File: config.mk
export PLATFORM = sky130hd
export DESIGN_NAME = reset_source_control
export DESIGN_NICKNAME = d
export VERILOG_FILES = /design/src/hw/reset_source_pkg.sv /design/src/hw/persist_timer.sv /design/src/hw/cause_flags.sv /design/src/hw/reset_source_control.sv
export SDC_FILE = /design/constraint.sdc
export NUM_CORES = 1
export LEC_CHECK = 0
export ABC_CLOCK_PERIOD_IN_PS = 3950
export BUFFER_PORTS_ARGS = -buffer_cell sky130_fd_sc_hd__buf_2
export CORE_UTILIZATION = 50
export DETAILED_ROUTE_END_ITERATION = 7
export PLACE_DENSITY = 0.7
export RECOVER_POWER = 25
export SYNTH_ARGS = -nofsm -noshare
export SYNTH_HDL_FRONTEND = slang
export SYNTH_HIERARCHICAL = 1
export SYNTH_SLANG_ARGS = --single-unit
File: constraint.sdc
create_clock -name clk_i -period 3.95 [get_ports clk_i]
set_clock_uncertainty 0.15 [all_clocks]
set_input_delay 0.79 -clock clk_i [delete_from_list [all_inputs] [get_ports clk_i]]
set_output_delay 0.79 -clock clk_i [all_outputs]
set_load 0.1 [all_outputs]
File: src/hw/reset_source_pkg.sv
// Purpose: shared constants and types for the reset source control block
// Assumes: 100 MHz system clock, 8-bit register port
// Notes:   timing figures are plain defaults, override through top parameters
package reset_source_pkg;

    localparam int DATA_W  = 8;
    localparam int ADDR_W  = 4;
    localparam int CAUSE_W = 4;

    // register offsets
    localparam logic [ADDR_W-1:0] OFF_PIN_SEL   = 4'h0;
    localparam logic [ADDR_W-1:0] OFF_CAUSE     = 4'h1;
    localparam logic [ADDR_W-1:0] OFF_BO_CFG    = 4'h2;
    localparam logic [ADDR_W-1:0] OFF_FLASH_CTL = 4'h3;

    // pin reset select codes
    localparam logic [DATA_W-1:0] PIN_SEL_IO  = 8'h55;
    localparam logic [DATA_W-1:0] PIN_SEL_RES = 8'haa;
    localparam logic [DATA_W-1:0] PIN_SEL_RST = 8'h55;

    // brownout level codes
    localparam logic [DATA_W-1:0] BO_CODE_1V7  = 8'h66;
    localparam logic [DATA_W-1:0] BO_CODE_1V9  = 8'h55;
    localparam logic [DATA_W-1:0] BO_CODE_2V55 = 8'h33;
    localparam logic [DATA_W-1:0] BO_CODE_3V15 = 8'h99;
    localparam logic [DATA_W-1:0] BO_CODE_3V8  = 8'haa;
    localparam logic [DATA_W-1:0] BO_CODE_OFF  = 8'hf0;
    localparam logic [DATA_W-1:0] BO_CFG_RST   = 8'h66;

    // flash programming control magic value
    localparam logic [DATA_W-1:0] FLASH_MAGIC = 8'h55;

    // reset cause flag positions and reset value
    localparam int CAUSE_WDT_CFG = 0;
    localparam int CAUSE_BO_CFG  = 1;
    localparam int CAUSE_BO_EVT  = 2;
    localparam int CAUSE_SEL     = 3;
    localparam logic [CAUSE_W-1:0] CAUSE_RST = 4'h0;

    // timing
    localparam int CLK_PERIOD_NS       = 10;
    localparam int SOFT_RESET_DELAY_NS = 1000;
    localparam int BO_FILTER_NS        = 1000;
    localparam int SOFT_DELAY_CYC =
        (SOFT_RESET_DELAY_NS + CLK_PERIOD_NS - 1) / CLK_PERIOD_NS;
    localparam int BO_FILTER_CYC =
        (BO_FILTER_NS + CLK_PERIOD_NS - 1) / CLK_PERIOD_NS;

    typedef enum logic [2:0] {
        BO_NONE,
        BO_1V7,
        BO_1V9,
        BO_2V55,
        BO_3V15,
        BO_3V8
    } bo_level_type;

    typedef struct packed {
        logic         valid;
        logic         en;
        bo_level_type level;
    } bo_decode_type;

    typedef struct packed {
        logic [ADDR_W-1:0] addr;
        logic [DATA_W-1:0] wdata;
        logic              we;
        logic              re;
    } bus_req_type;

endpackage : reset_source_pkg

File: src/hw/persist_timer.sv
// Purpose: counts consecutive cycles of a condition, fires once at the limit
// Assumes: cond_i synchronous to clk_i
// Notes:   fires in the LIMIT-th consecutive cycle; saturates afterwards
`timescale 1ns/1ps
`default_nettype none
module persist_timer #(
    parameter int LIMIT = 100,
    parameter int W     = $clog2(LIMIT + 1)
) (
    input  wire logic clk_i,
    input  wire logic rstn_i,
    input  wire logic cond_i,
    input  wire logic clear_i,
    output logic      fire_o
);

    logic [W-1:0] cnt_q;
    logic [W-1:0] cnt_d;
    wire          at_max = (cnt_q == W'(LIMIT));

    // an interrupted episode restarts from zero
    assign cnt_d  = (clear_i || !cond_i) ? '0 : (at_max ? cnt_q : cnt_q + 1'b1);
    assign fire_o = cond_i && !clear_i && (cnt_q == W'(LIMIT - 1));

    always_ff @(posedge clk_i or negedge rstn_i) begin
        if (!rstn_i) begin
            cnt_q <= '0;
        end else begin
            cnt_q <= cnt_d;
        end
    end

endmodule : persist_timer
`default_nettype wire

File: src/hw/cause_flags.sv
// Purpose: sticky event flags, set by hardware, cleared by software
// Assumes: set and clear are single-cycle requests
// Notes:   set wins over a clear in the same cycle
`timescale 1ns/1ps
`default_nettype none
module cause_flags #(
    parameter int             N   = 4,
    parameter logic [N-1:0]   RST = '0
) (
    input  wire logic         clk_i,
    input  wire logic         rstn_i,
    input  wire logic [N-1:0] set_i,
    input  wire logic [N-1:0] clr_i,
    output logic      [N-1:0] flags_o
);

    genvar i;
    generate
        for (i = 0; i < N; i++) begin : g_flag
            always_ff @(posedge clk_i or negedge rstn_i) begin
                if (!rstn_i) begin
                    flags_o[i] <= RST[i];
                end else if (set_i[i]) begin
                    flags_o[i] <= 1'b1;
                end else if (clr_i[i]) begin
                    flags_o[i] <= 1'b0;
                end
            end
        end
    endgenerate

endmodule : cause_flags
`default_nettype wire

File: src/hw/reset_source_control.sv
// Purpose: reset source control: pin select guard, brownout, cause flags
// Assumes: rstn_i is the power-on reset; all inputs synchronous to clk_i
// Notes:   device_reset_o is a one-cycle request to the chip reset logic
//
// What this block does
// - pin select 0x55 gpio, 0xaa reset, else reset
// - invalid pin select resets late, sets fault flag
// - non-warm resets restore pin select to 0x55
// - reset pin function overrides other pin sharing
// - cause register upper four bits read zero
// - select fault flag bit 3, software-only clear
// - brownout event flag bit 2, software-only clear
// - brownout config fault flag bit 1 on bad code
// - brownout reset disabled in sleep and idle
// - brownout resets only after exceeding filter time
// - decode five brownout levels and disable code
// - bad brownout code resets late, restores 0x66
// - real brownout reset keeps level register unchanged
// - writing 0x55 to flash control resets device
// - watchdog config fault flag bit 0, software clear
//
// The placing of the registers and the strobed register port were decided locally.
`timescale 1ns/1ps
`default_nettype none
module reset_source_control #(
    parameter int SOFT_DELAY_CYCLES = reset_source_pkg::SOFT_DELAY_CYC,
    parameter int FILTER_CYCLES     = reset_source_pkg::BO_FILTER_CYC
) (
    input  wire logic                          clk_i,
    input  wire logic                          rstn_i,
    input  wire reset_source_pkg::bus_req_type bus_i,
    input  wire logic                          low_voltage_i,
    input  wire logic                          sleep_idle_i,
    input  wire logic                          wdt_cfg_reset_i,
    input  wire logic                          other_reset_i,
    input  wire logic                          pin_alt_req_i,
    output var  logic [7:0]                    rdata_o,
    output var  logic                          device_reset_o,
    output var  logic                          pin_reset_func_o,
    output var  logic                          pin_alt_en_o,
    output var  logic                          brownout_enable_o,
    output var  reset_source_pkg::bo_level_type brownout_level_o
);

    import reset_source_pkg::*;

    logic [DATA_W-1:0]  sel_q;
    logic [DATA_W-1:0]  sel_d;
    logic [DATA_W-1:0]  bo_q;
    logic [DATA_W-1:0]  bo_d;
    logic [DATA_W-1:0]  rdata_d;
    logic [CAUSE_W-1:0] cause_q;
    logic [CAUSE_W-1:0] cause_set;
    logic [CAUSE_W-1:0] cause_clr;
    logic               sel_fire;
    logic               bo_cfg_fire;
    logic               bo_fire;
    bo_decode_type      bo_dec;
    bo_decode_type      bo_dec_d;

    function automatic bo_decode_type decode_bo(input logic [DATA_W-1:0] code);
        bo_decode_type r;
        r = '{valid: 1'b1, en: 1'b1, level: BO_1V7};
        case (code)
            BO_CODE_1V7:  r.level = BO_1V7;
            BO_CODE_1V9:  r.level = BO_1V9;
            BO_CODE_2V55: r.level = BO_2V55;
            BO_CODE_3V15: r.level = BO_3V15;
            BO_CODE_3V8:  r.level = BO_3V8;
            BO_CODE_OFF: begin
                r.en    = 1'b0;
                r.level = BO_NONE;
            end
            default: begin
                r = '{valid: 1'b0, en: 1'b0, level: BO_NONE};
            end
        endcase
        return r;
    endfunction : decode_bo

    // address decode
    wire wr_sel   = bus_i.we && (bus_i.addr == OFF_PIN_SEL);
    wire wr_cause = bus_i.we && (bus_i.addr == OFF_CAUSE);
    wire wr_bo    = bus_i.we && (bus_i.addr == OFF_BO_CFG);
    wire wr_flash = bus_i.we && (bus_i.addr == OFF_FLASH_CTL);

    // pin select decode
    wire sel_is_res = (sel_q == PIN_SEL_RES);
    wire sel_bad    = (sel_q != PIN_SEL_IO) && !sel_is_res;

    // brownout decode and arming
    assign bo_dec   = decode_bo(bo_q);
    assign bo_dec_d = decode_bo(bo_d);
    wire bo_bad     = !bo_dec.valid;
    wire lv_armed   = bo_dec.en && !sleep_idle_i && low_voltage_i;

    // magic write to the flash programming control register
    wire flash_fire = wr_flash && (bus_i.wdata == FLASH_MAGIC);

    wire own_fire   = sel_fire || bo_cfg_fire || bo_fire || flash_fire;
    // watchdog warm reset is not an input here, so it never restores select
    wire restore    = own_fire || other_reset_i || wdt_cfg_reset_i;
    wire tmr_clear  = device_reset_o || other_reset_i || wdt_cfg_reset_i;

    // soft reset delay counters; a corrected value before expiry aborts
    persist_timer #(
        .LIMIT (SOFT_DELAY_CYCLES)
    ) u_sel_delay (
        .clk_i   (clk_i),
        .rstn_i  (rstn_i),
        .cond_i  (sel_bad),
        .clear_i (tmr_clear),
        .fire_o  (sel_fire)
    );

    persist_timer #(
        .LIMIT (SOFT_DELAY_CYCLES)
    ) u_bo_cfg_delay (
        .clk_i   (clk_i),
        .rstn_i  (rstn_i),
        .cond_i  (bo_bad),
        .clear_i (tmr_clear),
        .fire_o  (bo_cfg_fire)
    );

    // "longer than" the filter time: one cycle past the figure
    persist_timer #(
        .LIMIT (FILTER_CYCLES + 1)
    ) u_bo_filter (
        .clk_i   (clk_i),
        .rstn_i  (rstn_i),
        .cond_i  (lv_armed),
        .clear_i (tmr_clear),
        .fire_o  (bo_fire)
    );

    // reset cause flags
    assign cause_set[CAUSE_SEL]     = sel_fire;
    assign cause_set[CAUSE_BO_EVT]  = bo_fire;
    assign cause_set[CAUSE_BO_CFG]  = bo_cfg_fire;
    assign cause_set[CAUSE_WDT_CFG] = wdt_cfg_reset_i;
    assign cause_clr = wr_cause ? ~bus_i.wdata[CAUSE_W-1:0] : '0;

    cause_flags #(
        .N   (CAUSE_W),
        .RST (CAUSE_RST)
    ) u_cause (
        .clk_i   (clk_i),
        .rstn_i  (rstn_i),
        .set_i   (cause_set),
        .clr_i   (cause_clr),
        .flags_o (cause_q)
    );

    // register next values; a reset restore beats a software write
    assign sel_d = restore ? PIN_SEL_RST : (wr_sel ? bus_i.wdata : sel_q);
    // only the bad-code reset restores; a real brownout leaves it alone
    assign bo_d  = bo_cfg_fire ? BO_CFG_RST : (wr_bo ? bus_i.wdata : bo_q);

    // read mux, data valid the cycle after the strobe only
    wire [DATA_W-1:0] cause_rd = {{(DATA_W - CAUSE_W){1'b0}}, cause_q};
    assign rdata_d = !bus_i.re                  ? '0       :
                     (bus_i.addr == OFF_PIN_SEL) ? sel_q    :
                     (bus_i.addr == OFF_CAUSE)   ? cause_rd :
                     (bus_i.addr == OFF_BO_CFG)  ? bo_q     : '0;

    wire res_func_d = (sel_d == PIN_SEL_RES);

    always_ff @(posedge clk_i or negedge rstn_i) begin
        if (!rstn_i) begin
            sel_q <= PIN_SEL_RST;
            bo_q  <= BO_CFG_RST;
        end else begin
            sel_q <= sel_d;
            bo_q  <= bo_d;
        end
    end

    always_ff @(posedge clk_i or negedge rstn_i) begin
        if (!rstn_i) begin
            rdata_o           <= '0;
            device_reset_o    <= 1'b0;
            pin_reset_func_o  <= 1'b0;
            pin_alt_en_o      <= 1'b0;
            brownout_enable_o <= 1'b0;
            brownout_level_o  <= BO_NONE;
        end else begin
            rdata_o           <= rdata_d;
            device_reset_o    <= own_fire;
            pin_reset_func_o  <= res_func_d;
            pin_alt_en_o      <= pin_alt_req_i && !res_func_d;
            brownout_enable_o <= bo_dec_d.en && !sleep_idle_i;
            brownout_level_o  <= bo_dec_d.level;
        end
    end

    // helper run counters seen only by the checks below
    logic [15:0] sel_run_q;
    logic [15:0] bo_run_q;

    always_ff @(posedge clk_i or negedge rstn_i) begin
        if (!rstn_i) begin
            sel_run_q <= '0;
            bo_run_q  <= '0;
        end else begin
            sel_run_q <= (tmr_clear || !sel_bad) ? '0 :
                         ((&sel_run_q) ? sel_run_q : sel_run_q + 16'h0001);
            bo_run_q  <= (tmr_clear || !lv_armed) ? '0 :
                         ((&bo_run_q) ? bo_run_q : bo_run_q + 16'h0001);
        end
    end
endmodule : reset_source_control
`default_nettype wire

# Word level (Yosys, flattened, before mapping)

Index checks and enable logic that the tools add are counted.

Bits in registers: 56
Bits of input ports: 21

Add/subtract/negate cells: 3
Equal/unequal tests: 27
Multiplexer cells: 27
Bitwise gates (word level): 1
Reduce and logical (&&, ||, !) cells: 41

Operators with widths:

| cell                                                 | count |
|---|---|
| two-way mux 8 bit                                    | 8 |
| equality test 8 bit (second input constant)          | 7 |
| equality test 7 bit (second input constant)          | 6 |
| two-way mux 7 bit                                    | 6 |
| equality test 8 x 7 -> 1 bit (second input constant) | 5 |
| adder 7 x 1 -> 7 bit (second input constant)         | 3 |
| equality test 8 x 6 -> 1 bit (second input constant) | 2 |
| logical AND 1 bit                                    | 16 |
| case mux 3 bit (5 select lines)                      | 1 |
| two-way mux 1 bit                                    | 11 |
| logical OR 1 bit                                     | 10 |
| OR reduction 5 bit                                   | 2 |
| equality test 4 x 2 -> 1 bit (second input constant) | 2 |
| != test 8 x 7 -> 1 bit (second input constant)       | 1 |
| nonzero test 2 bit                                   | 4 |
| zero test 1 bit                                      | 7 |
| != test 2 bit (second input constant)                | 3 |
| OR reduction 6 bit                                   | 1 |
| equality test 4 x 1 -> 1 bit (second input constant) | 1 |
| zero test 4 bit                                      | 1 |
| two-way mux 4 bit                                    | 1 |
| NOT 4 bit                                            | 1 |

# Depth between registers and ports, before layout

Gate-level depths: netlist of run 1.

Word-level depth: 15
Depth in mapped cells: 11
Gate-level depth less buffers: 11

# Cells and area by module

The synthesis of run 1 kept the hierarchy.

Modules (own cells, without submodules):

| module                              | instances | cells an instance | area each (um^2) | seq. area each (um^2) |
|---|---|---|---|---|
| reset_source_control                | 1         | 175               | 1744.2           | 785.8 |
| persist_timer at u_bo_cfg_delay ... | 2         | 43                | 389.1            | 175.2 |
| persist_timer at u_bo_filter        | 1         | 45                | 407.9            | 175.2 |
| cause_flags                         | 1         | 12                | 145.1            | 100.1 |

# Worst setup path after synthesis of run 1

Ideal clock, no wire load.

Path type: flip-flop to flip-flop
From: register device_reset_o
To: register sel_q[1]
Setup time: 72 ps
Data arrival time: 2524 ps
Data required time: 3728 ps
Setup slack: 1205 ps
Cell stages (with the launch flop): 8
Buffers on the path: 0
Path through: dfrtp_1 or3_1 nand2b_1 nor4_1 or3_1 a41o_1 or3_4 nor2_1

Cells in the longest elaborated chain, start to end: 11
Elaborated cells between the ends (all ways): 15
Classes of those cells: mux (1); reduce/logical (14)

RTL lines:

| element                         | line                        | source |
|---|---|---|
| start, declared                 | reset_source_control.sv:38  | `output var logic device_reset_o,` |
| start signal, assigned          | reset_source_control.sv:189 | `device_reset_o <= own_fire;` |
| logical OR 1 bit (2 in series)  | reset_source_control.sv:103 | `wire tmr_clear = device_reset_o \|\| other_reset_i \|\| wdt_cfg_reset_i;` |
| via tmr_clear                   | reset_source_control.sv:103 |  |
| zero test 1 bit                 | persist_timer.sv:23         | `assign fire_o = cond_i && !clear_i && (cnt_q == W'(LIMIT - 1));` |
| logical AND 1 bit (2 in series) | persist_timer.sv:23         |  |
| via bo_cfg_fire                 | reset_source_control.sv:56  | `logic bo_cfg_fire;` |
| logical OR 1 bit (3 in series)  | reset_source_control.sv:100 | `wire own_fire = sel_fire \|\| bo_cfg_fire \|\| bo_fire \|\| flash_fire;` |
| via own_fire                    | reset_source_control.sv:100 |  |
| logical OR 1 bit (2 in series)  | reset_source_control.sv:102 | `wire restore = own_fire \|\| other_reset_i \|\| wdt_cfg_reset_i;` |
| two-way mux 8 bit               | reset_source_control.sv:156 | `assign sel_d = restore ? PIN_SEL_RST : (wr_sel ? bus_i.wdata : sel_q);` |
| via sel_d[1]                    | reset_source_control.sv:48  | `logic [DATA_W-1:0] sel_d;` |
| end signal, assigned            | reset_source_control.sv:174 | `sel_q <= sel_d;` |
| end, declared                   | reset_source_control.sv:47  | `logic [DATA_W-1:0] sel_q;` |

The timed path passes the listed nets, and every way through them passes these cells.
A chain may end at the register's enable or synchronous reset.

# Worst setup path in the final report of run 1

From: register bo_q[5]
To: register pin_reset_func_o

Cells in the longest elaborated chain, start to end: 13
Elaborated cells between the ends (all ways): 24
Classes of those cells: eq/ne (7); mux (3); reduce/logical (14)

RTL lines:

| element                                           | line                        | source |
|---|---|---|
| start, declared                                   | reset_source_control.sv:49  | `logic [DATA_W-1:0] bo_q;` |
| start signal, assigned                            | reset_source_control.sv:175 | `bo_q <= bo_d;` |
| equality test 8 bit, or another cell as far along | reset_source_control.sv:64  | `case (code)` |
| OR reduction 6 bit (no source line) *             | --                          |  |
| two-way mux 1 bit *                               | reset_source_control.sv:64  |  |
| zero test 1 bit *                                 | reset_source_control.sv:94  | `wire bo_bad = !bo_dec.valid;` |
| via bo_bad                                        | reset_source_control.sv:94  |  |
| logical AND 1 bit * (2 in series)                 | persist_timer.sv:23         |  |
| via bo_cfg_fire                                   | reset_source_control.sv:56  |  |
| logical OR 1 bit * (3 in series)                  | reset_source_control.sv:100 |  |
| via own_fire                                      | reset_source_control.sv:100 |  |
| logical OR 1 bit * (2 in series)                  | reset_source_control.sv:102 |  |
| two-way mux 8 bit *                               | reset_source_control.sv:156 |  |
| equality test 8 bit *                             | reset_source_control.sv:167 | `wire res_func_d = (sel_d == PIN_SEL_RES);` |
| via res_func_d                                    | reset_source_control.sv:167 |  |
| end signal, assigned                              | reset_source_control.sv:190 | `pin_reset_func_o <= res_func_d;` |
| end, declared                                     | reset_source_control.sv:39  | `output var logic pin_reset_func_o,` |

The timed path passes the listed nets; every way through them passes the cells marked *.

==> results of run 1 <==
-- worst reg2reg max path, stage by stage (launching register included) --
cell                       delay (ps)
sky130_fd_sc_hd__dfstp_2          570
sky130_fd_sc_hd__nor4bb_1         490
sky130_fd_sc_hd__nor2_1           130
sky130_fd_sc_hd__nor2_1           110
sky130_fd_sc_hd__a21oi_1           60
sky130_fd_sc_hd__nand2b_1         250
sky130_fd_sc_hd__nor4_2            90
sky130_fd_sc_hd__buf_4            190
sky130_fd_sc_hd__or3_1            380
sky130_fd_sc_hd__a41o_1           260
sky130_fd_sc_hd__nor3_2           280
sky130_fd_sc_hd__and3_1           200
-- stage by stage --
stage          setup slack [ps]  area [um2]
6_report                    738        3470
5_1_grt                     534        3470
4_1_cts                     768        3470
3_5_place_dp                796        3350
3_3_place_gp                912        3350
2_1_floorplan              1200        3080
-- power by group --
part / switching, mW / internal (mW)
logic: 0.0964 / 0.0537
clock network: 0.184 / 0.224
registers: 0.0276 / 0.602
total: 0.308 / 0.879
-- sequential cells by signal, indices dropped and copies added, names as in the netlist --
| name | flops |
|---|---|
| u_sel_delay/cnt_q | 7 |
| brownout_enable_o | 1 |
| u_cause/flags_o | 4 |
| u_bo_cfg_delay/cnt_q | 7 |
| u_bo_filter/cnt_q | 7 |
| rdata_o | 8 |
| device_reset_o | 1 |
| brownout_level_o | 3 |
| sel_q | 8 |
| bo_q | 8 |
| pin_alt_en_o | 1 |
| pin_reset_func_o | 1 |
-- layer usage --
metal  global-route usage (%)  part of all wire, %
met5                        0                    0
met4                     5.54                 0.41
met3                     3.86                  5.5
met2                     36.2                   47
met1                     34.5                   48
-- cell families (layout without fill, tap and decap cells) --
logic type / count (synthesis) / in the layout
adders and majority gates: 7 / 7
buffers and inverters: 18 / 59
xor gates and xnor gates: 3 / 3
muxes: 16 / 16
and+or+nand+nor: 156 / 156
AOI/OAI and AO/OA: 62 / 62
DFF: 56 / 56
-- final cells by class --
class,count,area (um2),area share [%]
Clock inverter,1,30.0,0.865
Clock buffer,7,96.3,2.77
Sequential cell,56,1410,40.6
Multi-Input combinational cell,244,1600,46.1
Tap cell,75,93.8,2.70
Inverter,14,52.6,1.51
Timing Repair Buffer,37,189,5.44
-- cell usage after synthesis (all sizes together), types with 4 or more instances --
cell and number:
a211o 4, a31oi 5, nand2b 6, dfstp 8, a21oi 22, nor3 12, and3 5, nor4 5
a21o 4, nand2 39, inv 14, ha 7, nor2 27, o21ai 17, nand4 4, mux2i 16
nor2b 7, dfrtp 48, nand3 15, or3 10, and4bb 6, nor4bb 7
-- worst paths after layout --
check | to | slack, ps | cells after the start
worst max-delay path | pin_reset_func_o | 740 | 11
worst min-delay path | u_cause/flags_o[1] | 350 | 1
worst max register to register | pin_reset_func_o | 740 | 11
worst min register to register | u_cause/flags_o[1] | 350 | 1
max in group asynchronous | bo_q[1] | 1590 | 2
min in group asynchronous | u_bo_filter/cnt_q[6] | 840 | 1
==> summary by stage, run 1 <==
Pwr
The worst supply voltage drop on vdd is 0.209 mV. The leakage component of the power is 1.56 nW. In this run the power density over the cells is between 300 and 400 nW/um2. Summing internal, switching and leakage power gives 1.19 mW.

Global routing
The global route total overflow is 0. The first global-routing pass estimated 11400 um of wire. The via count of the first global-routing pass is about 2300. Entering global routing, the biggest net connects 38 pins. The number of antenna violations at the first check in global routing came to 0.

The all-layer global routing usage is 23.5%.

Clock network
The clock tree from TritonCTS is yes. Counting along the longest clock path gives a buffer depth of 2. For this design, the CTS-stage hold fixing added 0 buffers. The H-tree was split into 2 levels. The buffer type at the clock tree root is sky130_fd_sc_hd__clkbuf_8.

The clock-pin slew of the registers on the worst-case setup and hold paths is 100 ps. The number of buffers created by CTS is 5. Once the clock tree was built, the setup fixing pass inserted 0 buffers. The clock sink total is 56. The clock latency at the later pin of the worst-skew pair is 310 ps. Gates resized during post-CTS repair numbered 0.

Yosys
A synthesized cell averages 9.67 um2. After Yosys synthesis, and, or, nand and nor cells account for 30.6% of the synthesized area. The register area share after synthesis is 45.9%. The cell area after synthesis is around 3000 um2. The share of cell area taken by muxes after synthesis is 5.21%. The most used flip-flop cell after synthesis is sky130_fd_sc_hd__dfrtp_1. The number of enable flip-flop cells after synthesis is 0. The distinct cell type count of the synthesized netlist is 51. Yosys printed 6 warnings. The xor and xnor area share after synthesis is 0.854%. When the netlist entered floorplanning its net count stood at about 350.

The top cell type by area accounts for 39.1% of the synthesized area. The synthesized netlist devotes 2.85% of its cell area to adder and majority cells. The synthesized netlist cell count is 318. By area the synthesized netlist is led by sky130_fd_sc_hd__dfrtp_1 39%, sky130_fd_sc_hd__dfstp_2 6.8%, sky130_fd_sc_hd__mux2i_1 5.2%.

The fraction of synthesis flops using an asynchronous set or reset pin is 100%. By area, the combinational part of the netlist is dominated by simple AND/OR/NAND/NOR gates. Counting flops and latches in the post-synthesis netlist gives 56. The cell type with the highest aggregate area in the netlist is sky130_fd_sc_hd__dfrtp_1. Summing the areas of all compound-gate instances in the mapped netlist gives 12.2% of the synthesized area.

Floorplanning
The initial utilization of the core area, before any placement, comes to 51.9%. The die is 80.4 um tall. The die span in x is ~80 um. In this run the core area contains 28 standard-cell rows. The number of top-level pins is 36. After floorplanning, the core was sized to cover between 5000 and 6000 um2. The die covers 6470 um2.

Routing
The count of nets left with antenna violations after detail routing is 0. After detailed routing, the number of remaining DRC violations is 0. The via count normalized by instance count is approximately 6.

The first-iteration detailed-routing DRC count is between 150 and 200. Summing over every cut layer, the via total after detailed routing is 2537. For this block, the routed nets add up to just over 7000 um of wire. The post-detailed-route wirelength per cell is approximately 16 um.

The first TritonRoute pass finished after 4 iterations.

Setup path
The critical path class is reg -> reg. The largest driver fanout on the critical path is 14. The worst endpoint data arrival time is 3320 ps. STA classifies the critical path startpoint as a flip-flop. The worst path buffer plus inverter count is 1. The most critical setup path has its startpoint at bo_q[5]. The startpoint of the worst-slack reg-to-reg timing path is bo_q[5]. Data on the critical path is required at its endpoint by 4050 ps. The sort of element at the end of the critical path is a flip-flop. The most numerous cell type found on the critical path is sky130_fd_sc_hd__nor2_1.

The critical path goes through nor4bb_1 -> nor2_1 -> nor2_1 -> a21oi_1 -> nand2b_1 -> nor4_2 -> buf_4 -> or3_1 -> a41o_1 -> nor3_2 -> and3_1. The slowest stage of the critical path is the sky130_fd_sc_hd__dfstp_2 cell. The worst stage delay on the critical path is 570 ps. The gate family responsible for the most delay along the worst path is simple AND/OR/NAND/NOR gates.

Run status
The run finished, with violations left. The checks that failed: max-capacitance violations, max-slew violations.

Timing
The share of the clock period used by the worst path after layout is a little over 80%. The count of final hold-check violations is 0. The total negative slack for setup checks is 0 ps.

On the final layout, the worst hold slack is 352 ps. The worst slew margin relative to its limit is -26.9%. Setup repair after global routing left no endpoint under its margin. The number of max-slew violations in the final report was 38. At the pin with the least slew margin, the transition time is 1900 ps. The achievable frequency is 311 MHz. The worst path needs 3210 ps of the cycle, external delays included. The final number of setup-violating endpoints is 0.

Place
At the end of routability-driven placement, the weighted congestion stood at 0.934. Detailed placement ended at an HPWL of between 5000 and 6000 um. The number of input and output port buffers inserted is 35. The cell count after placement is 426.

Layout
The repair_antennas step left the layout with diodes totalling 0. For this run, the share of the core covered by cells in the final layout is between 50% and 60%. The number of fill cells in the layout is roughly 540. At the end of the flow, the number of nets in the layout was 386. Cells with a size suffix above 1 make up 20.3% of the layout. The finished layout holds between 400 and 500 standard cells, fillers aside.

In the layout the commonest cells are 48 x sky130_fd_sc_hd__dfrtp_1, 37 x sky130_fd_sc_hd__nand2_1, 34 x sky130_fd_sc_hd__buf_2, 26 x sky130_fd_sc_hd__nor2_1, 22 x sky130_fd_sc_hd__a21oi_1. The layout overhead on the synthesized area is 12.9%. The library cell used most frequently in the layout, excluding fill and tap cells, is sky130_fd_sc_hd__dfrtp_1.

Min path
The path type of the worst min-delay path is reg -> reg. In this run the most critical hold path is launched from u_cause/flags_o[1].

Flow run
The reported max-cap violation count is 1.
No activity file was read; power rests on OpenSTA's default activity.
==> run 2, diff against run 1 <==
--- a/config.mk
+++ b/config.mk
@@ -5,7 +5,7 @@
 export SDC_FILE = /design/constraint.sdc
 export NUM_CORES = 1
 export LEC_CHECK = 0
-export ABC_CLOCK_PERIOD_IN_PS = 3950
+export ABC_CLOCK_PERIOD_IN_PS = 3100
 export BUFFER_PORTS_ARGS = -buffer_cell sky130_fd_sc_hd__buf_2
 export CORE_UTILIZATION = 50
 export DETAILED_ROUTE_END_ITERATION = 7
==> constraint.sdc (replaced) <==
create_clock -name clk_i -period 3.1 [get_ports clk_i]
set_clock_uncertainty 0.15 [all_clocks]
set_input_delay 0.62 -clock clk_i [delete_from_list [all_inputs] [get_ports clk_i]]
set_output_delay 0.62 -clock clk_i [all_outputs]
set_load 0.1 [all_outputs]
==> run 2 against run 1 <==
  * The run now ends clean
  * Largest power group unchanged
  * Sequential cell count stayed put
  * First-iteration DRC count is 20% lower
  * Core utilization is 0.27 points higher
  * Routed wire length is 0.77% higher
  * Critical endpoint is now sel_q[7]
  * Hold slack better by 2.8 ps
  * Register-to-register slack worse by 500 ps
  * Clock-buffer cell count is 1 lower
  * Global-route usage is 0.43 points higher
==> summary by stage, run 2 (synthesis gave the netlist of run 1 again) <==
Run status
The run finished with clean final reports.

Place
The cell count after placement is 429 (+0.70%). The weighted congestion reported at the end of routability-driven placement is 0.942 (+0.82%). The number of input and output port buffers inserted came to 35 (unchanged). The post-detailed-placement half-perimeter wirelength is 5350 um (about the same).

Layout
The layout overhead on the synthesized area is 13.4%. The final design utilization is 58.9% (+0.27 points). The number of fill cells in the layout is 523 (-2.8%). The largest registers in the layout are bo_q: 8 flops, rdata_o: 8 flops, sel_q: 8 flops. The most frequent standard cell in the layout excluding fill and tap cells is sky130_fd_sc_hd__dfrtp_1. The library cells used most frequently in the layout, excluding fill and tap cells, are 48 x sky130_fd_sc_hd__dfrtp_1, 37 x sky130_fd_sc_hd__nand2_1, 35 x sky130_fd_sc_hd__buf_2, 26 x sky130_fd_sc_hd__nor2_1, 22 x sky130_fd_sc_hd__a21oi_1. The share of layout cells above drive strength 1 is 21.3% (+0.94 points). The final cell count without fillers is 437 (+0.69%).

The number of diodes is 0 (unchanged). The post-layout net count is 389 (+0.78%).

Floorplanning
The full die area is 6470 um2 (unchanged). The height of the chip is 80.4 um (unchanged). The die span in x is 80.4 um (unchanged).

The number of top-level pins is 36 (unchanged). The placement row count is 28 (unchanged). The area of the core is 5920 um2 (unchanged). The starting density of the core came to 51.9% (unchanged).

Global routing
The global route total overflow is 0 (unchanged). The via count of the first global-routing pass is 2401 (+4.5%). The maximum number of pins on one net before global-route repair is 57 (+50%). The number of antenna violations at the first check in global routing is 0 (unchanged). The all-layer global routing usage is 24.0% (+0.43 points). The first-pass GRT wire length is 11800 um (+2.7%).

Timing
The worst hold margin came to 355 ps (+2.80 ps). The number of max-slew violations in the final report is 0 (-100%). The clock period minus final worst setup slack was 2860 ps (-349 ps).

The count of final hold-check violations is 0 (unchanged). The total negative slack for setup checks is 0 ps (unchanged). The final number of setup-violating endpoints was 0 (unchanged). The share of the clock period used by the worst path after layout is 92.3% (+11 points).

The transition at the pin with the smallest max-transition slack is 1370 ps (-533 ps). The achievable frequency is 349 MHz (+12%). The worst slew margin relative to its limit came to 8.63% (+36 points). Setup repair after global routing left no endpoint under its margin.

Setup path
The required time of the critical path is 3190 ps (-860 ps). The first element of the critical path is bo_q[5]. The register-to-register path setup slack is 240 ps (-500 ps). The most frequent cell on the critical path is sky130_fd_sc_hd__nor2_1. The depth of the worst register-to-register path came to 10 (-1). The sort of element at the end of the critical path is a flip-flop. The startpoint of the worst-slack reg-to-reg timing path is bo_q[5]. The worst setup path is launched from a flip-flop. The largest driver fanout on the critical path is 5 (-9). The worst stage delay on the critical path was 590 ps (+20 ps).

The worst endpoint data arrival time is 2950 ps (-370 ps). The critical path goes through nor4bb_1 -> nor2_1 -> nor2_1 -> a21oi_1 -> nand2b_1 -> nor4_2 -> or3_1 -> a41o_1 -> or3_4 -> nor2_1. The termination of the worst setup path is sel_q[7]. The critical-path cell with the highest stage delay is sky130_fd_sc_hd__dfstp_2. The critical path class is reg -> reg.

The capture point of the worst reg-to-reg path is sel_q[7].

Flow run
The reported max-cap violation count was 0 (-1).

Pwr
The power density of the placed cells is 430 nW/um2 (+26%). The worst supply voltage drop on vdd is 0.271 mV (+30%). The leakage component of the power is 1.58 nW (+0.84%).

Routing
The count of nets left with antenna violations after detail routing is 0 (unchanged). The routed length on met3 is 411 um (+5.4%). The first-iteration detailed-routing DRC count is 149 (-20%).

The via count normalized by instance count is 5.83 (-0.30%). The number of detailed-routing iterations run before antenna repair came to 4 (unchanged). The total length of routed met2 wires was 3460 um (+3.9%). The met1 routed wirelength after detailed routing is 3310 um (-2.6%). The post-detailed-route wirelength per cell is 16.5 um (about the same). The total routed wirelength is 7200 um (+0.77%).

The via count is 2547 (+0.39%). The number of remaining DRC errors is 0 (unchanged). The highest layer touched by signal routing is met4.

Clock network
The buffer type at the clock tree root is sky130_fd_sc_hd__clkbuf_8. The number of hold-repair buffers added at the cts stage is 0 (unchanged). The clock latency at the later pin of the worst-skew pair is 310 ps (about the same). The number of levels the H-tree was split into is 2 (unchanged). The maximum buffer depth of the clock tree is 2 (unchanged). The clock sink total was 56 (unchanged). The number of buffers added for setup after CTS is 0 (unchanged).

TritonCTS built the clock tree. The number of buffers created by CTS is 5 (unchanged). The clock-pin slew of the registers on the worst-case setup and hold paths is 100 ps (about the same).

The number of gates resized after CTS is 0 (unchanged).

Min path
The worst hold path belongs to the class reg -> reg.
==> run 2: worst min path at each step <==
stage,startpoint,endpoint,slack [ps],cells after the start
after detailed placement,u_cause/flags_o[2],u_cause/flags_o[2],330,1
after global routing,pin_alt_req_i,pin_alt_en_o,350,3
final,u_cause/flags_o[3],u_cause/flags_o[3],360,1
after global placement,u_cause/flags_o[3],u_cause/flags_o[3],320,1
after CTS,rstn_i,u_bo_filter/cnt_q[6],320,2
after floorplan,rstn_i,bo_q[0],170,0
==> run 2: through the flow <==
stage	area (um2)	setup slack [ps]	total power [mW]
2_1_floorplan	3080	355	0.929
3_3_place_gp	3370	338	1.00
3_5_place_dp	3370	273	1.01
4_1_cts	3490	252	1.51
5_1_grt	3490	23.0	1.56
6_report	3490	237	1.50
==> run 2: layer usage <==
metal / GRT usage, % / up-vias
li1: - / 1237
met1: 34.3 / 1227
met2: 37.8 / 80
met3: 4.20 / 3
met4: 5.36 / 0
met5: 0 / -
==> run 2: report_power, final <==
| part | internal (mW) | leakage [nW] | switching (mW) | total [mW] |
|---|---|---|---|---|
| sequential | 0.767 | 0.740 | 0.0371 | 0.804 |
| clock | 0.265 | 0.0614 | 0.239 | 0.504 |
| combinational | 0.0703 | 0.774 | 0.123 | 0.193 |
==> run 2: area by class of cell <==
cell class | instances | area (um2) | share of cell area, %
multi-input cells | 244 | 1600 | 45.8
flip-flops and latches | 56 | 1410 | 40.5
repair buffers | 40 | 210 | 6.03
well taps | 75 | 93.8 | 2.69
clock buffers | 6 | 82.6 | 2.37
inverters | 14 | 52.6 | 1.51
clock inverters | 2 | 38.8 | 1.11
==> run 2: worst max-delay path, delay by kind of cell (launching register included) <==
| kind | cells | cell delay (ps) |
|---|---|---|
| AO/OA/AOI/OAI | 2 | 320 |
| AND/OR/NAND/NOR | 8 | 1740 |
| flip-flops | 1 | 590 |
==> run 3, diff against run 2 <==
--- a/config.mk
+++ b/config.mk
@@ -5,7 +5,7 @@
 export SDC_FILE = /design/constraint.sdc
 export NUM_CORES = 1
 export LEC_CHECK = 0
-export ABC_CLOCK_PERIOD_IN_PS = 3100
+export ABC_CLOCK_PERIOD_IN_PS = 3200
 export BUFFER_PORTS_ARGS = -buffer_cell sky130_fd_sc_hd__buf_2
 export CORE_UTILIZATION = 50
 export DETAILED_ROUTE_END_ITERATION = 7
==> constraint.sdc (replaced) <==
create_clock -name clk_i -period 3.2 [get_ports clk_i]
set_clock_uncertainty 0.15 [all_clocks]
set_input_delay 0.64 -clock clk_i [delete_from_list [all_inputs] [get_ports clk_i]]
set_output_delay 0.64 -clock clk_i [all_outputs]
set_load 0.1 [all_outputs]
==> run 3 against run 2 <==
  * Clock power is 0.8% lower
  * First-iteration DRC count decreased by 3.4%
  * Design area fell by 0.11%
  * Global-route usage up 0.25 points
  * Clock-buffer cell count is 1 higher
  * Fmax fell by 3.3%
  * Non-clock buffer count is 2 lower
  * Sequential cell count stayed put
==> summary by stage, run 3 (synthesis gave the netlist of run 1 again) <==
Setup path
The type of element launching the critical path is a flip-flop. The worst setup path is captured at a flip-flop. By instance count, the cell type seen most on the critical path is sky130_fd_sc_hd__nor2_1. The required time of the critical path was 3300 ps (+110 ps). Walking the worst path, the cells encountered are nor4bb_1 -> nor2_1 -> nor2_1 -> a21oi_1 -> nand2b_1 -> nor4_2 -> or3_1 -> a41o_1 -> nor3_2 -> and3_1. The startpoint of the worst-slack reg-to-reg timing path is bo_q[4]. The largest driver fanout on the critical path came to 7 (+2).

In this run the worst setup path begins at bo_q[4]. The depth of the worst register-to-register path is 10 (unchanged). The critical-path cell with the highest stage delay is sky130_fd_sc_hd__nor4bb_1. By startpoint and endpoint, the worst setup path is classified as reg -> reg. The worst stage delay on the critical path is 530 ps (-60 ps).

The worst endpoint data arrival time came to 3060 ps (+110 ps).

Layout
The largest registers in the layout are bo_q: 8 flops, rdata_o: 8 flops, sel_q: 8 flops. The final cell count without fillers is 435 (-0.46%). The post-layout net count was 387 (-0.51%).

Relative to the synthesized area, the layout overhead comes to 13.3%. The most frequent standard cell in the layout excluding fill and tap cells is sky130_fd_sc_hd__dfrtp_1. The share of layout cells above drive strength 1 is 21.1% (-0.16 points). The number of diodes is 0 (unchanged). Leaving out fill and tap cells, the most frequent cells in the layout are 48 x sky130_fd_sc_hd__dfrtp_1, 37 x sky130_fd_sc_hd__nand2_1, 35 x sky130_fd_sc_hd__buf_2, 26 x sky130_fd_sc_hd__nor2_1, 22 x sky130_fd_sc_hd__a21oi_1.

Place
The post-detailed-placement half-perimeter wirelength came to 5190 um (-3.0%). The cell count after placement came to 427 (-0.47%). The number of input and output port buffers inserted is 35 (unchanged).

The worst slack at placement was 231 ps (-42.4 ps). The weighted congestion reported at the end of routability-driven placement is 0.960 (+1.9%).

Timing
The setup slack after layout was 241 ps (+3.78 ps). The transition at the pin with the smallest max-transition slack is 1330 ps (-44.3 ps). The achievable frequency is 338 MHz (-3.3%). The total negative slack for setup checks is 0 ps (unchanged). The worst slew margin relative to its limit is 11.6% (+3.0 points). The worst hold margin is 341 ps (-14.0 ps). The share of the clock period used by the worst path after layout is 92.5% (+0.12 points).

The count of final hold-check violations is 0 (unchanged). Setup repair after global routing left no endpoint under its margin. The number of max-slew violations in the final report is 0 (unchanged). The final number of setup-violating endpoints was 0 (unchanged). The clock period minus final worst setup slack is 2960 ps (+96.2 ps).

Floorplanning
The area of the core is 5920 um2 (unchanged). The full die area was 6470 um2 (unchanged). The die span in x is 80.4 um (unchanged). The number of top-level pins is 36 (unchanged). The placement row count is 28 (unchanged). The height of the chip was 80.4 um (unchanged). The starting density of the core came to 51.9% (unchanged).

Routing
The via count is 2511 (-1.4%). The via count normalized by instance count is 5.77 (-0.96%). The number of detailed-routing iterations run before antenna repair came to 4 (unchanged). The total routed wirelength came to 6940 um (-3.6%). The number of remaining DRC errors is 0 (unchanged). The count of nets left with antenna violations after detail routing came to 0 (unchanged).

The first-iteration detailed-routing DRC count is 144 (-3.4%). The post-detailed-route wirelength per cell is 16.0 um (-3.2%).

Pwr
The worst supply voltage drop on vdd was 0.285 mV (+5.0%). The share of total power in the clock network is 34.1% (+0.5 points). The combinational power share was 12.7% (-0.2 points). The relative contribution of sequential cells to total power was 53.2% (-0.4 points). The power density of the placed cells was 420 nW/um2 (-2.4%). The power spent charging and discharging nets is 0.376 mW (-5.7%). The cell-internal power is 1.09 mW (-1.3%). The leakage component of the power came to 1.57 nW (-0.32%).

The switching share of power is 25.7% (-0.89 points).

Clock network
The clock sink total is 56 (unchanged). The number of levels the H-tree was split into was 2 (unchanged). The maximum buffer depth of the clock tree is 2 (unchanged). TritonCTS built the clock tree.

The number of buffers added for setup after CTS is 0 (unchanged). The cell sitting at the root of the clock tree is a sky130_fd_sc_hd__clkbuf_8. The clock latency at the later pin of the worst-skew pair is 310 ps (about the same). The clock-pin slew of the registers on the worst-case setup and hold paths is 100 ps (about the same). The number of buffers created by CTS is 5 (unchanged). The number of hold-repair buffers added at the cts stage was 0 (unchanged).

The number of gates resized after CTS is 0 (unchanged).

Global routing
The all-layer global routing usage is 24.2% (+0.25 points). The global route total overflow is 0 (unchanged). The first-pass GRT wire length is 11900 um (+0.94%). The via count of the first global-routing pass is 2346 (-2.3%). The maximum number of pins on one net before global-route repair is 57 (unchanged). The number of antenna violations at the first check in global routing came to 0 (unchanged).

Flow run
The reported max-cap violation count is 0 (unchanged).

Min path
The worst hold path belongs to the class reg -> reg. The startpoint of the lowest-slack hold path is u_cause/flags_o[3]. The cell depth of the worst hold path is 1 (unchanged).

Run status
The run finished with clean final reports.
run 3: cell count changes in the layout (fill, tap and decap cells not counted), sizes merged:
cell | previous run | this run
clkinv | 1 | 0
buf | 39 | 37
clkbuf | 7 | 8
run 3: through the flow:
step	util (%)	total power [mW]	area [um2]
after CTS	58.8	1.48	3480
after global placement	56.7	0.971	3350
final	58.9	1.46	3480
after global routing	58.9	1.53	3480
after floorplan	-	0.900	3080
after detailed placement	56.7	0.974	3350
run 3: layer usage:
layer	global-route usage, %	wire, um
met3	3.98	386
met2	37.4	3190
met4	6.79	88
met1	34.9	3280
met5	0	0
run 3: area by class of cell:
type                       instances  area [um2]
timing repair buffer              38         195
multi-input combinational        244        1610
sequential                        56        1410
tap                               75        93.8
clock inverter                     1        30.0
clock buffer                       7        96.3
fill                             505        2440
inverter                          14        52.6
run 3: worst paths after layout:
check / to / slack (ps)
worst max-delay path: pin_reset_func_o / 240
worst min-delay path: u_cause/flags_o[3] / 340
worst max register to register: pin_reset_func_o / 240
worst min register to register: u_cause/flags_o[3] / 340
max in group asynchronous: u_cause/flags_o[1] / 1550
min in group asynchronous: u_bo_filter/cnt_q[5] / 540
run 3: power groups by stage:
stage | logic, mW | clock network, mW | registers, mW
after global routing | 0.205 | 0.543 | 0.783
after global placement | 0.182 | 0 | 0.788
final | 0.185 | 0.500 | 0.779
after CTS | 0.185 | 0.514 | 0.776
after floorplan | 0.0952 | 0 | 0.805
after detailed placement | 0.184 | 0 | 0.790
run 3: worst max-delay path, delay by kind of cell (launching register included):
family           cells  cell delay [ps]
flip-flops           1              450
AO/OA/AOI/OAI        2              320
AND/OR/NAND/NOR      8             1970
